$ cat src/core/rst_vec_pkg.sv
// Constants and types for the reset source and vector control block.
package rst_vec_pkg;
  localparam int VEC_W = 10;
  localparam logic [VEC_W-1:0] VEC_RESET = 10'h000;
  localparam logic [VEC_W-1:0] VEC_EXT = 10'h001;
  localparam logic [VEC_W-1:0] VEC_TMR = 10'h002;

  localparam int APB_ADDR_W = 8;
  localparam logic [APB_ADDR_W-1:0] ADDR_CAUSE = 8'h00;
  localparam logic [APB_ADDR_W-1:0] ADDR_IRQ_EN = 8'h04;
  localparam logic [APB_ADDR_W-1:0] ADDR_EVT_STAT = 8'h08;
  localparam logic [APB_ADDR_W-1:0] ADDR_EVT_MASK = 8'h0c;

  localparam int CAUSE_W = 2;
  localparam int CAUSE_REG_W = 8;
  localparam int CAUSE_POWER_BIT = 0;
  localparam int CAUSE_PIN_BIT = 1;
  localparam logic [CAUSE_W-1:0] CAUSE_RESET = 2'h1;

  localparam int EN_EXT_BIT = 0;
  localparam int EN_TMR_BIT = 1;
  localparam logic [1:0] IRQ_EN_RESET = 2'h0;

  localparam int EVT_W = 4;
  localparam int EVT_POWER_BIT = 0;
  localparam int EVT_PIN_BIT = 1;
  localparam int EVT_WDOG_BIT = 2;
  localparam int EVT_DONE_BIT = 3;
  localparam logic [EVT_W-1:0] EVT_STAT_RESET = 4'h1;
  localparam logic [EVT_W-1:0] EVT_MASK_RESET = 4'h0;

  localparam int STARTUP_SHORT_CYCLES = 1024;
  localparam int STARTUP_LONG_CYCLES = 16384;
  localparam int STARTUP_RC_CYCLES = 1;

  // One request line per interrupt source
  typedef struct packed {
    logic tmr;
    logic ext;
  } irq_req_t;

  // Vector chosen for the core
  typedef struct packed {
    logic valid;
    logic [VEC_W-1:0] addr;
  } vec_grant_t;

  // True when the address selects the given register
  function automatic logic addr_hit(input logic [APB_ADDR_W-1:0] a,
                                    input logic [APB_ADDR_W-1:0] reg_addr);
    addr_hit = (a == reg_addr);
  endfunction
endpackage

$ cat src/core/startup_delay_timer.sv
// Start-up delay counter advanced by watchdog oscillator ticks.
`timescale 1ns/1ps
`default_nettype none
module startup_delay_timer #(
  parameter int LONG_CYCLES = rst_vec_pkg::STARTUP_LONG_CYCLES,
  parameter int SHORT_CYCLES = rst_vec_pkg::STARTUP_SHORT_CYCLES,
  parameter bit RC_VARIANT = 1'b0
) (
  input wire logic clk_sys_i,
  input wire logic arst_n_i,
  input wire logic start_i,
  input wire logic osc_tick_i,
  input wire logic short_fuse_i,
  output logic busy_o
);
  import rst_vec_pkg::*;

  localparam int CNT_W = $clog2(LONG_CYCLES + 1);

  if (LONG_CYCLES < 1 || SHORT_CYCLES < 1 || SHORT_CYCLES > LONG_CYCLES) begin : g_chk
    $error("startup_delay_timer: cycle counts out of range");
  end

  logic [CNT_W-1:0] cnt_reg, cnt_next;
  logic busy_reg, busy_next;
  logic [CNT_W-1:0] load_len;

  // Length is chosen at load time so a fuse change mid-count has no effect
  always_comb begin
    if (RC_VARIANT) begin
      load_len = CNT_W'(STARTUP_RC_CYCLES);
    end else if (short_fuse_i) begin
      load_len = CNT_W'(SHORT_CYCLES);
    end else begin
      load_len = CNT_W'(LONG_CYCLES);
    end
    cnt_next = cnt_reg;
    busy_next = busy_reg;
    if (start_i) begin
      cnt_next = load_len;
      busy_next = 1'b1;
    end else if (busy_reg && osc_tick_i) begin
      // Only watchdog oscillator ticks advance the count, not the CPU clock
      cnt_next = cnt_reg - CNT_W'(1);
      busy_next = (cnt_reg > CNT_W'(1));
    end
  end

  // Busy from reset: power-on is held until the first load has run out
  always_ff @(posedge clk_sys_i or negedge arst_n_i) begin
    if (!arst_n_i) begin
      cnt_reg <= '0;
      busy_reg <= 1'b1;
    end else begin
      cnt_reg <= cnt_next;
      busy_reg <= busy_next;
    end
  end

  assign busy_o = busy_reg;
endmodule
`default_nettype wire

$ cat src/core/irq_priority_arbiter.sv
// Fixed-priority choice between reset and the two interrupt sources.
`timescale 1ns/1ps
`default_nettype none
module irq_priority_arbiter (
  input wire logic reset_pending_i,
  input wire logic hold_i,
  input wire logic global_en_i,
  input wire rst_vec_pkg::irq_req_t req_i,
  input wire rst_vec_pkg::irq_req_t en_i,
  output rst_vec_pkg::vec_grant_t grant_o
);
  import rst_vec_pkg::*;

  irq_req_t live;

  // A source counts only with its own enable and the global enable
  always_comb begin
    live.ext = req_i.ext && en_i.ext && global_en_i;
    live.tmr = req_i.tmr && en_i.tmr && global_en_i;
    grant_o.valid = 1'b0;
    grant_o.addr = VEC_RESET;
    // Lower address first: reset, then external, then timer
    if (reset_pending_i) begin
      grant_o.valid = 1'b1;
      grant_o.addr = VEC_RESET;
    end else if (hold_i) begin
      grant_o.valid = 1'b0;
    end else if (live.ext) begin
      grant_o.valid = 1'b1;
      grant_o.addr = VEC_EXT;
    end else if (live.tmr) begin
      grant_o.valid = 1'b1;
      grant_o.addr = VEC_TMR;
    end
  end
endmodule
`default_nettype wire

$ cat src/core/reset_source_and_vector_control.sv
// Reset merging, start-up delay, reset cause flags and vector selection.
//
// The placing of the registers and the APB slave port were decided locally.
`timescale 1ns/1ps
`default_nettype none
module reset_source_and_vector_control #(
  parameter int LONG_CYCLES = rst_vec_pkg::STARTUP_LONG_CYCLES,
  parameter int SHORT_CYCLES = rst_vec_pkg::STARTUP_SHORT_CYCLES,
  parameter bit RC_VARIANT = 1'b0
) (
  input wire logic clk_sys_i,
  input wire logic arst_n_i,
  input wire logic psel_i,
  input wire logic penable_i,
  input wire logic pwrite_i,
  input wire logic [rst_vec_pkg::APB_ADDR_W-1:0] paddr_i,
  input wire logic [31:0] pwdata_i,
  output logic [31:0] prdata_o,
  output logic pready_o,
  output logic pslverr_o,
  input wire logic ext_reset_n_i,
  input wire logic watchdog_expire_i,
  input wire logic wdog_osc_tick_i,
  input wire logic short_startup_fuse_i,
  input wire logic global_irq_en_i,
  input wire rst_vec_pkg::irq_req_t irq_req_i,
  input wire logic vec_ack_i,
  output logic core_reset_o,
  output logic vec_valid_o,
  output logic [rst_vec_pkg::VEC_W-1:0] vec_addr_o,
  output logic irq_o
);
  import rst_vec_pkg::*;

  logic delay_busy;
  vec_grant_t grant;

  logic por_start_reg, por_start_next;
  logic pin_low_reg, pin_low_next;
  logic expire_prev_reg, expire_prev_next;
  logic wdog_pulse_reg, wdog_pulse_next;
  logic busy_prev_reg, busy_prev_next;
  logic core_reset_reg, core_reset_next;
  logic reset_pending_reg, reset_pending_next;
  logic vec_valid_reg, vec_valid_next;
  logic [VEC_W-1:0] vec_addr_reg, vec_addr_next;
  logic [CAUSE_W-1:0] cause_reg, cause_next;
  logic [1:0] irq_en_reg, irq_en_next;
  logic [EVT_W-1:0] evt_stat_reg, evt_stat_next;
  logic [EVT_W-1:0] evt_mask_reg, evt_mask_next;
  logic [EVT_W-1:0] rd_clr_reg, rd_clr_next;
  logic irq_reg, irq_next;
  logic pready_reg, pready_next;
  logic pslverr_reg, pslverr_next;
  logic [31:0] prdata_reg, prdata_next;
  logic pin_start, delay_start, done_evt;
  logic acc_fire, wr_fire, rd_fire, mapped;
  logic [EVT_W-1:0] evt_set;
  irq_req_t en_s;

  // Start-up delay counted in watchdog oscillator ticks
  startup_delay_timer #(
    .LONG_CYCLES(LONG_CYCLES),
    .SHORT_CYCLES(SHORT_CYCLES),
    .RC_VARIANT(RC_VARIANT)
  ) u_delay (
    .clk_sys_i(clk_sys_i),
    .arst_n_i(arst_n_i),
    .start_i(delay_start),
    .osc_tick_i(wdog_osc_tick_i),
    .short_fuse_i(short_startup_fuse_i),
    .busy_o(delay_busy)
  );

  assign en_s.ext = irq_en_reg[EN_EXT_BIT];
  assign en_s.tmr = irq_en_reg[EN_TMR_BIT];

  // Vector choice; reset vector outranks every interrupt
  irq_priority_arbiter u_arb (
    .reset_pending_i(reset_pending_reg),
    .hold_i(core_reset_reg),
    .global_en_i(global_irq_en_i),
    .req_i(irq_req_i),
    .en_i(en_s),
    .grant_o(grant)
  );

  // Reset sources: pin release and the end of the watchdog pulse start the delay
  always_comb begin
    por_start_next = 1'b0;
    pin_low_next = !ext_reset_n_i;
    expire_prev_next = watchdog_expire_i;
    // Edge detect keeps the pulse one cycle even if expiry is held high
    wdog_pulse_next = watchdog_expire_i && !expire_prev_reg;
    busy_prev_next = delay_busy;
    pin_start = pin_low_reg && ext_reset_n_i;
    // Falling edge of the pulse is the cycle after it was high
    delay_start = por_start_reg || pin_start || wdog_pulse_reg;
    done_evt = busy_prev_reg && !delay_busy;
    core_reset_next = !ext_reset_n_i || watchdog_expire_i || wdog_pulse_reg
                      || delay_start || delay_busy;
  end

  always_ff @(posedge clk_sys_i or negedge arst_n_i) begin
    if (!arst_n_i) begin
      por_start_reg <= 1'b1;
      pin_low_reg <= 1'b0;
      expire_prev_reg <= 1'b0;
      wdog_pulse_reg <= 1'b0;
      busy_prev_reg <= 1'b1;
      core_reset_reg <= 1'b1;
    end else begin
      por_start_reg <= por_start_next;
      pin_low_reg <= pin_low_next;
      expire_prev_reg <= expire_prev_next;
      wdog_pulse_reg <= wdog_pulse_next;
      busy_prev_reg <= busy_prev_next;
      core_reset_reg <= core_reset_next;
    end
  end

  // Vector request to the core, held until acknowledged
  always_comb begin
    reset_pending_next = reset_pending_reg;
    vec_valid_next = vec_valid_reg;
    vec_addr_next = vec_addr_reg;
    if (core_reset_next) begin
      reset_pending_next = 1'b1;
      vec_valid_next = 1'b0;
    end else if (vec_valid_reg && vec_ack_i) begin
      vec_valid_next = 1'b0;
      if (vec_addr_reg == VEC_RESET) begin
        reset_pending_next = 1'b0;
      end
    end else if (!vec_valid_reg && grant.valid) begin
      vec_valid_next = 1'b1;
      vec_addr_next = grant.addr;
    end
  end

  always_ff @(posedge clk_sys_i or negedge arst_n_i) begin
    if (!arst_n_i) begin
      reset_pending_reg <= 1'b1;
      vec_valid_reg <= 1'b0;
      vec_addr_reg <= VEC_RESET;
    end else begin
      reset_pending_reg <= reset_pending_next;
      vec_valid_reg <= vec_valid_next;
      vec_addr_reg <= vec_addr_next;
    end
  end

  // APB slave: one wait state, answer computed in the first access cycle
  always_comb begin
    acc_fire = psel_i && penable_i && pready_reg;
    wr_fire = acc_fire && pwrite_i;
    rd_fire = acc_fire && !pwrite_i;
    mapped = addr_hit(paddr_i, ADDR_CAUSE) || addr_hit(paddr_i, ADDR_IRQ_EN)
             || addr_hit(paddr_i, ADDR_EVT_STAT) || addr_hit(paddr_i, ADDR_EVT_MASK);
    pready_next = psel_i && penable_i && !pready_reg;
    pslverr_next = pready_next && !mapped;
    prdata_next = '0;
    rd_clr_next = rd_clr_reg;
    if (pready_next && !pwrite_i) begin
      rd_clr_next = '0;
      if (addr_hit(paddr_i, ADDR_CAUSE)) begin
        // Upper bits of the cause register stay zero
        prdata_next[CAUSE_W-1:0] = cause_reg;
      end else if (addr_hit(paddr_i, ADDR_IRQ_EN)) begin
        prdata_next[1:0] = irq_en_reg;
      end else if (addr_hit(paddr_i, ADDR_EVT_STAT)) begin
        prdata_next[EVT_W-1:0] = evt_stat_reg;
        rd_clr_next = evt_stat_reg;
      end else if (addr_hit(paddr_i, ADDR_EVT_MASK)) begin
        prdata_next[EVT_W-1:0] = evt_mask_reg;
      end
    end
  end

  // Registers; a hardware set always wins over a software clear
  always_comb begin
    cause_next = cause_reg;
    irq_en_next = irq_en_reg;
    evt_mask_next = evt_mask_reg;
    if (wr_fire && addr_hit(paddr_i, ADDR_CAUSE)) begin
      // Writing one leaves a flag alone, zero clears it
      cause_next = cause_reg & pwdata_i[CAUSE_W-1:0];
    end
    if (!ext_reset_n_i) begin
      cause_next[CAUSE_PIN_BIT] = 1'b1;
    end
    // Watchdog resets touch neither flag; power-on sets bit 0 via reset value
    if (wr_fire && addr_hit(paddr_i, ADDR_IRQ_EN)) begin
      irq_en_next = pwdata_i[1:0];
    end
    if (wr_fire && addr_hit(paddr_i, ADDR_EVT_MASK)) begin
      evt_mask_next = pwdata_i[EVT_W-1:0];
    end
    evt_set = '0;
    evt_set[EVT_PIN_BIT] = pin_start;
    evt_set[EVT_WDOG_BIT] = wdog_pulse_reg;
    evt_set[EVT_DONE_BIT] = done_evt;
    // Only bits that were actually returned are cleared by the read
    evt_stat_next = evt_stat_reg;
    if (rd_fire && addr_hit(paddr_i, ADDR_EVT_STAT)) begin
      evt_stat_next = evt_stat_reg & ~rd_clr_reg;
    end
    evt_stat_next = evt_stat_next | evt_set;
    irq_next = |(evt_stat_next & evt_mask_next);
  end

  always_ff @(posedge clk_sys_i or negedge arst_n_i) begin
    if (!arst_n_i) begin
      cause_reg <= CAUSE_RESET;
      irq_en_reg <= IRQ_EN_RESET;
      evt_stat_reg <= EVT_STAT_RESET;
      evt_mask_reg <= EVT_MASK_RESET;
      rd_clr_reg <= '0;
      irq_reg <= 1'b0;
      pready_reg <= 1'b0;
      pslverr_reg <= 1'b0;
      prdata_reg <= '0;
    end else begin
      cause_reg <= cause_next;
      irq_en_reg <= irq_en_next;
      evt_stat_reg <= evt_stat_next;
      evt_mask_reg <= evt_mask_next;
      rd_clr_reg <= rd_clr_next;
      irq_reg <= irq_next;
      pready_reg <= pready_next;
      pslverr_reg <= pslverr_next;
      prdata_reg <= prdata_next;
    end
  end

  assign prdata_o = prdata_reg;
  assign pready_o = pready_reg;
  assign pslverr_o = pslverr_reg;
  assign core_reset_o = core_reset_reg;
  assign vec_valid_o = vec_valid_reg;
  assign vec_addr_o = vec_addr_reg;
  assign irq_o = irq_reg;
endmodule
`default_nettype wire

$ cat config.mk
export PLATFORM = sky130hd
export DESIGN_NAME = reset_source_and_vector_control
export DESIGN_NICKNAME = d
export VERILOG_FILES = /design/src/core/rst_vec_pkg.sv /design/src/core/startup_delay_timer.sv /design/src/core/irq_priority_arbiter.sv /design/src/core/reset_source_and_vector_control.sv
export SDC_FILE = /design/constraint.sdc
export NUM_CORES = 1
export LEC_CHECK = 0
export ABC_AREA = 1
export BUFFER_PORTS_ARGS = -buffer_cell sky130_fd_sc_hd__buf_2
export CORE_UTILIZATION = 39
export DETAILED_ROUTE_END_ITERATION = 7
export GPL_TIMING_DRIVEN = 0
export PLACE_DENSITY_LB_ADDON = 0.08
export SETUP_SLACK_MARGIN = 0.5
export SYNTH_ARGS = -nofsm -noshare
export SYNTH_HDL_FRONTEND = slang
export SYNTH_SLANG_ARGS = --single-unit
$ cat constraint.sdc
create_clock -name clk_sys_i -period 1.83 [get_ports clk_sys_i]
set_input_delay 0.0915 -clock clk_sys_i [delete_from_list [all_inputs] [get_ports clk_sys_i]]
set_output_delay 0.0915 -clock clk_sys_i [all_outputs]
set_load 0.03 [all_outputs]
==> flow_summary.json <==
{
  "outcome": "finished, violations left",
  "violations": "negative hold slack",
  "i_o_buffers": 35,
  "post_synth_instance_area_mm2": 0.00278,
  "route.antenna.remaining_nets": 0,
  "track_usage_pct": 16.0,
  "period_needed_ns": 1.36,
  "timing.critical_path.required_ns": 2.07,
  "filler_cell_count": 673,
  "chipHeight_um": 86.4,
  "dp.final_hpwl_um": 4170,
  "ctsHtreeMaxLevel": 2,
  "critPathTopFamily": "simple AND/OR/NAND/NOR gates",
  "dp.cells": 525,
  "io-pin-count": 100,
  "clk_latency_ns": 0.30,
  "drive_gt1_share_pct": 34.4,
  "final_max_slew_viol_count": 0,
  "floorplan.die_area_mm2": 0.00747,
  "number_of_buffer_and_inverter_stages_on_the_critical_path": 0,
  "timing.clock.skew_ns": 0.0115,
  "fmax_achieved_ghz": 0.733,
  "cp_cell_sequence": "nor2_2, nand2_2, nor3_2, nand2_1, a21oi_1, o21a_1",
  "diodes": 0,
  "area_growth_pct": 31.9,
  "critPathCaptureType": "register",
  "netlist_top_cells_area": "sky130_fd_sc_hd__dfrtp_1 (38%), sky130_fd_sc_hd__nand2_1 (10%), sky130_fd_sc_hd__buf_4 (9.7%)",
  "cts.clk_slew.worst_paths_ns": 0.10,
  "worst_setup_path_start_kind": "register",
  "critical-path-max-stage-delay_ns": 0.45,
  "global_route.usage.met3_pct": 3.14,
  "std_cell_rows": 30,
  "overflow": 0,
  "place.gp.congestion": 0.808,
  "worst-path-max-fanout": 4,
  "groute.layer.met2.usage_pct": 27.9,
  "setup_viol": 0,
  "most_used_routing_layer_in_global_routing": "met2",
  "clock-root-buffer": "sky130_fd_sc_hd__clkbuf_8",
  "yosysMostFrequentCell": "sky130_fd_sc_hd__nand2_1",
  "remaining_drc_errors": 0,
  "synth_warnings": 0,
  "rsz0062_at_grt": "yes",
  "timing_worst_setup_path_type": "reg -> reg",
  "power_density_mw_per_mm2": 719,
  "max-slew-margin-rel_pct": 25.7,
  "tritoncts": "built",
  "synth.top_cells.by_count": "sky130_fd_sc_hd__nand2_1 (76), sky130_fd_sc_hd__inv_1 (54), sky130_fd_sc_hd__dfrtp_1 (42), sky130_fd_sc_hd__nor2_1 (40), sky130_fd_sc_hd__buf_4 (36)",
  "initial_core_util_pct": 40.7,
  "largest_register_ffs": 15,
  "crit_arrival_ns": 1.60,
  "min-delay-path-class": "in -> async",
  "cts_buffers": 5,
  "cpMaxStageDelayCell": "sky130_fd_sc_hd__dfrtp_1",
  "cap_violations": 0,
  "dominantRegCellSynth": "sky130_fd_sc_hd__dfrtp_1",
  "p_leak_uw": 0.00206,
  "layout_worst_path_cycle_share_pct": 74.6,
  "core_area_mm2": 0.00683,
  "yosys_register_bits": 49,
  "firstDrtPassIters": 4,
  "synth_largest_type_area_fraction_pct": 37.8,
  "detail_route.vias_per_cell": 4.22,
  "cts-root-to-sink-buffers": 2,
  "die-width_um": 86.4,
  "synth_sequential_area_ratio_pct": 44.4,
  "synthArstFlopShare_pct": 100,
  "pin_count_of_the_biggest_net_entering_global_routing": 50,
  "final.setup.tns_ns": 0,
  "initial_antenna_violation_count": 0,
  "clk_sink_count": 49,
  "postRouteWirelength_um": 5770,
  "synthesis.instances": 358,
  "edff_count_synth": 0,
  "post_synth_num_cell_types": 30,
  "dominant_cell_type_by_area_after_synthesis": "sky130_fd_sc_hd__dfrtp_1",
  "post_drt_wl_per_cell_um": 10.3,
  "final-hold-violation-count": 2,
  "grt_util_met1_pct": 20.5,
  "nets_final": 516,
  "worst_slew_pin_slew_ns": 1.11,
  "grt_first_pass_wirelength_um": 9430,
  "vias_in_the_first_global_route": 2117,
  "vdd_ir_drop_max_mv": 0.496,
  "detailedRoute.firstIterationViolations": 102,
  "detailroute.via_count": 2352,
  "synth.avg_cell_area_um2": 7.76,
  "final-instance-count-excl-fill": 558,
  "minimum_hold_slack_ns": -0.00682
}
[stage by stage]
stage	cell area, µm²	utilization (%)	total power, µW	worst slack (ns)	hold slack (ns)
floorplan	2920	-	1580	0.505	-0.204
global placement	3220	47.1	1700	0.347	0.232
detailed placement	3220	47.1	1700	0.338	0.238
CTS	3460	50.7	2540	0.447	0.0449
global route	3660	53.6	2780	0.391	0.0718
finish	3660	53.6	2630	0.466	-0.00682
[power by group]
part	leakage (µW)	switching [µW]	internal [µW]
Clock	0.0000552	364	406
Combinational	0.00139	404	285
Sequential	0.000615	43.8	1130
[area by class of cell]
cell class                 instances  area, µm²  share of cell area (%)
inverter                          55        214                    5.84
sequential                        49       1240                    33.8
timing repair buffer              60        388                    10.6
clock buffer                       6       72.6                    1.98
tap                               96        120                    3.28
multi-input combinational        253       1310                    35.8
buffer                            37        285                    7.78
clock inverter                     2       35.0                   0.956
[layout by cell type, fill, tap and decap left out, types with 6 or more instances in the layout]
master and n:
sky130_fd_sc_hd__a21oi_1 13, sky130_fd_sc_hd__buf_2 35, sky130_fd_sc_hd__buf_4 56, sky130_fd_sc_hd__conb_1 37, sky130_fd_sc_hd__dfrtp_1 40, sky130_fd_sc_hd__dfstp_2 7, sky130_fd_sc_hd__inv_1 46, sky130_fd_sc_hd__inv_2 6
sky130_fd_sc_hd__nand2_1 69, sky130_fd_sc_hd__nand2_2 10, sky130_fd_sc_hd__nand3_1 20, sky130_fd_sc_hd__nor2_1 35, sky130_fd_sc_hd__nor2_4 13, sky130_fd_sc_hd__nor3_1 7, sky130_fd_sc_hd__o21ai_0 10
[metal layers]
| metal | vias up | wire (µm) |
|---|---|---|
| met5 | - | 0 |
| met4 | 0 | 38 |
| met3 | 4 | 188 |
| met2 | 35 | 2780 |
| met1 | 1054 | 2770 |
| li1 | 1259 | - |
[final timing paths]
path                                           startpoint                         endpoint  slack, ns  cells past startpoint
setup reg to reg           u_delay.cnt_reg[3]$_DFFE_PN0P_  u_delay.cnt_reg[12]$_DFFE_PN0P_       0.47                      6
hold / removal                                   arst_n_i            prdata_o[3]$_DFF_PN0_     -0.007                      1
min in group clk_sys_i                        pwdata_i[2]        evt_mask_reg[2]$_DFF_PN0_       0.06                      3
setup / recovery           u_delay.cnt_reg[3]$_DFFE_PN0P_  u_delay.cnt_reg[12]$_DFFE_PN0P_       0.47                      6
hold reg to reg                 expire_prev_reg$_DFF_PN0_         wdog_pulse_reg$_DFF_PN0_       0.40                      1
max in group asynchronous                        arst_n_i   u_delay.cnt_reg[4]$_DFFE_PN0P_       1.06                      1
[what timing repair did]
item	4_1_cts	5_1_grt
pin swaps	6	15
cloned	0	0
hold buffers	2	0
setup buffers	11	12
setup endpoints to repair	19	21
gates resized for setup	16	33
hold endpoints to repair	3	0
[logic make-up after synthesis]
| group | Yosys count | synth area share [%] |
|---|---|---|
| AO/OA/AOI/OAI | 40 | 7.92 |
| adder cells (fa/ha/maj) | 2 | 0.900 |
| buffers and inverters | 92 | 17.6 |
| flip-flops | 49 | 44.4 |
| other | 1 | 0.135 |
| AND/OR/NAND/NOR | 174 | 29.0 |
Power figures use the tool's default switching activity.
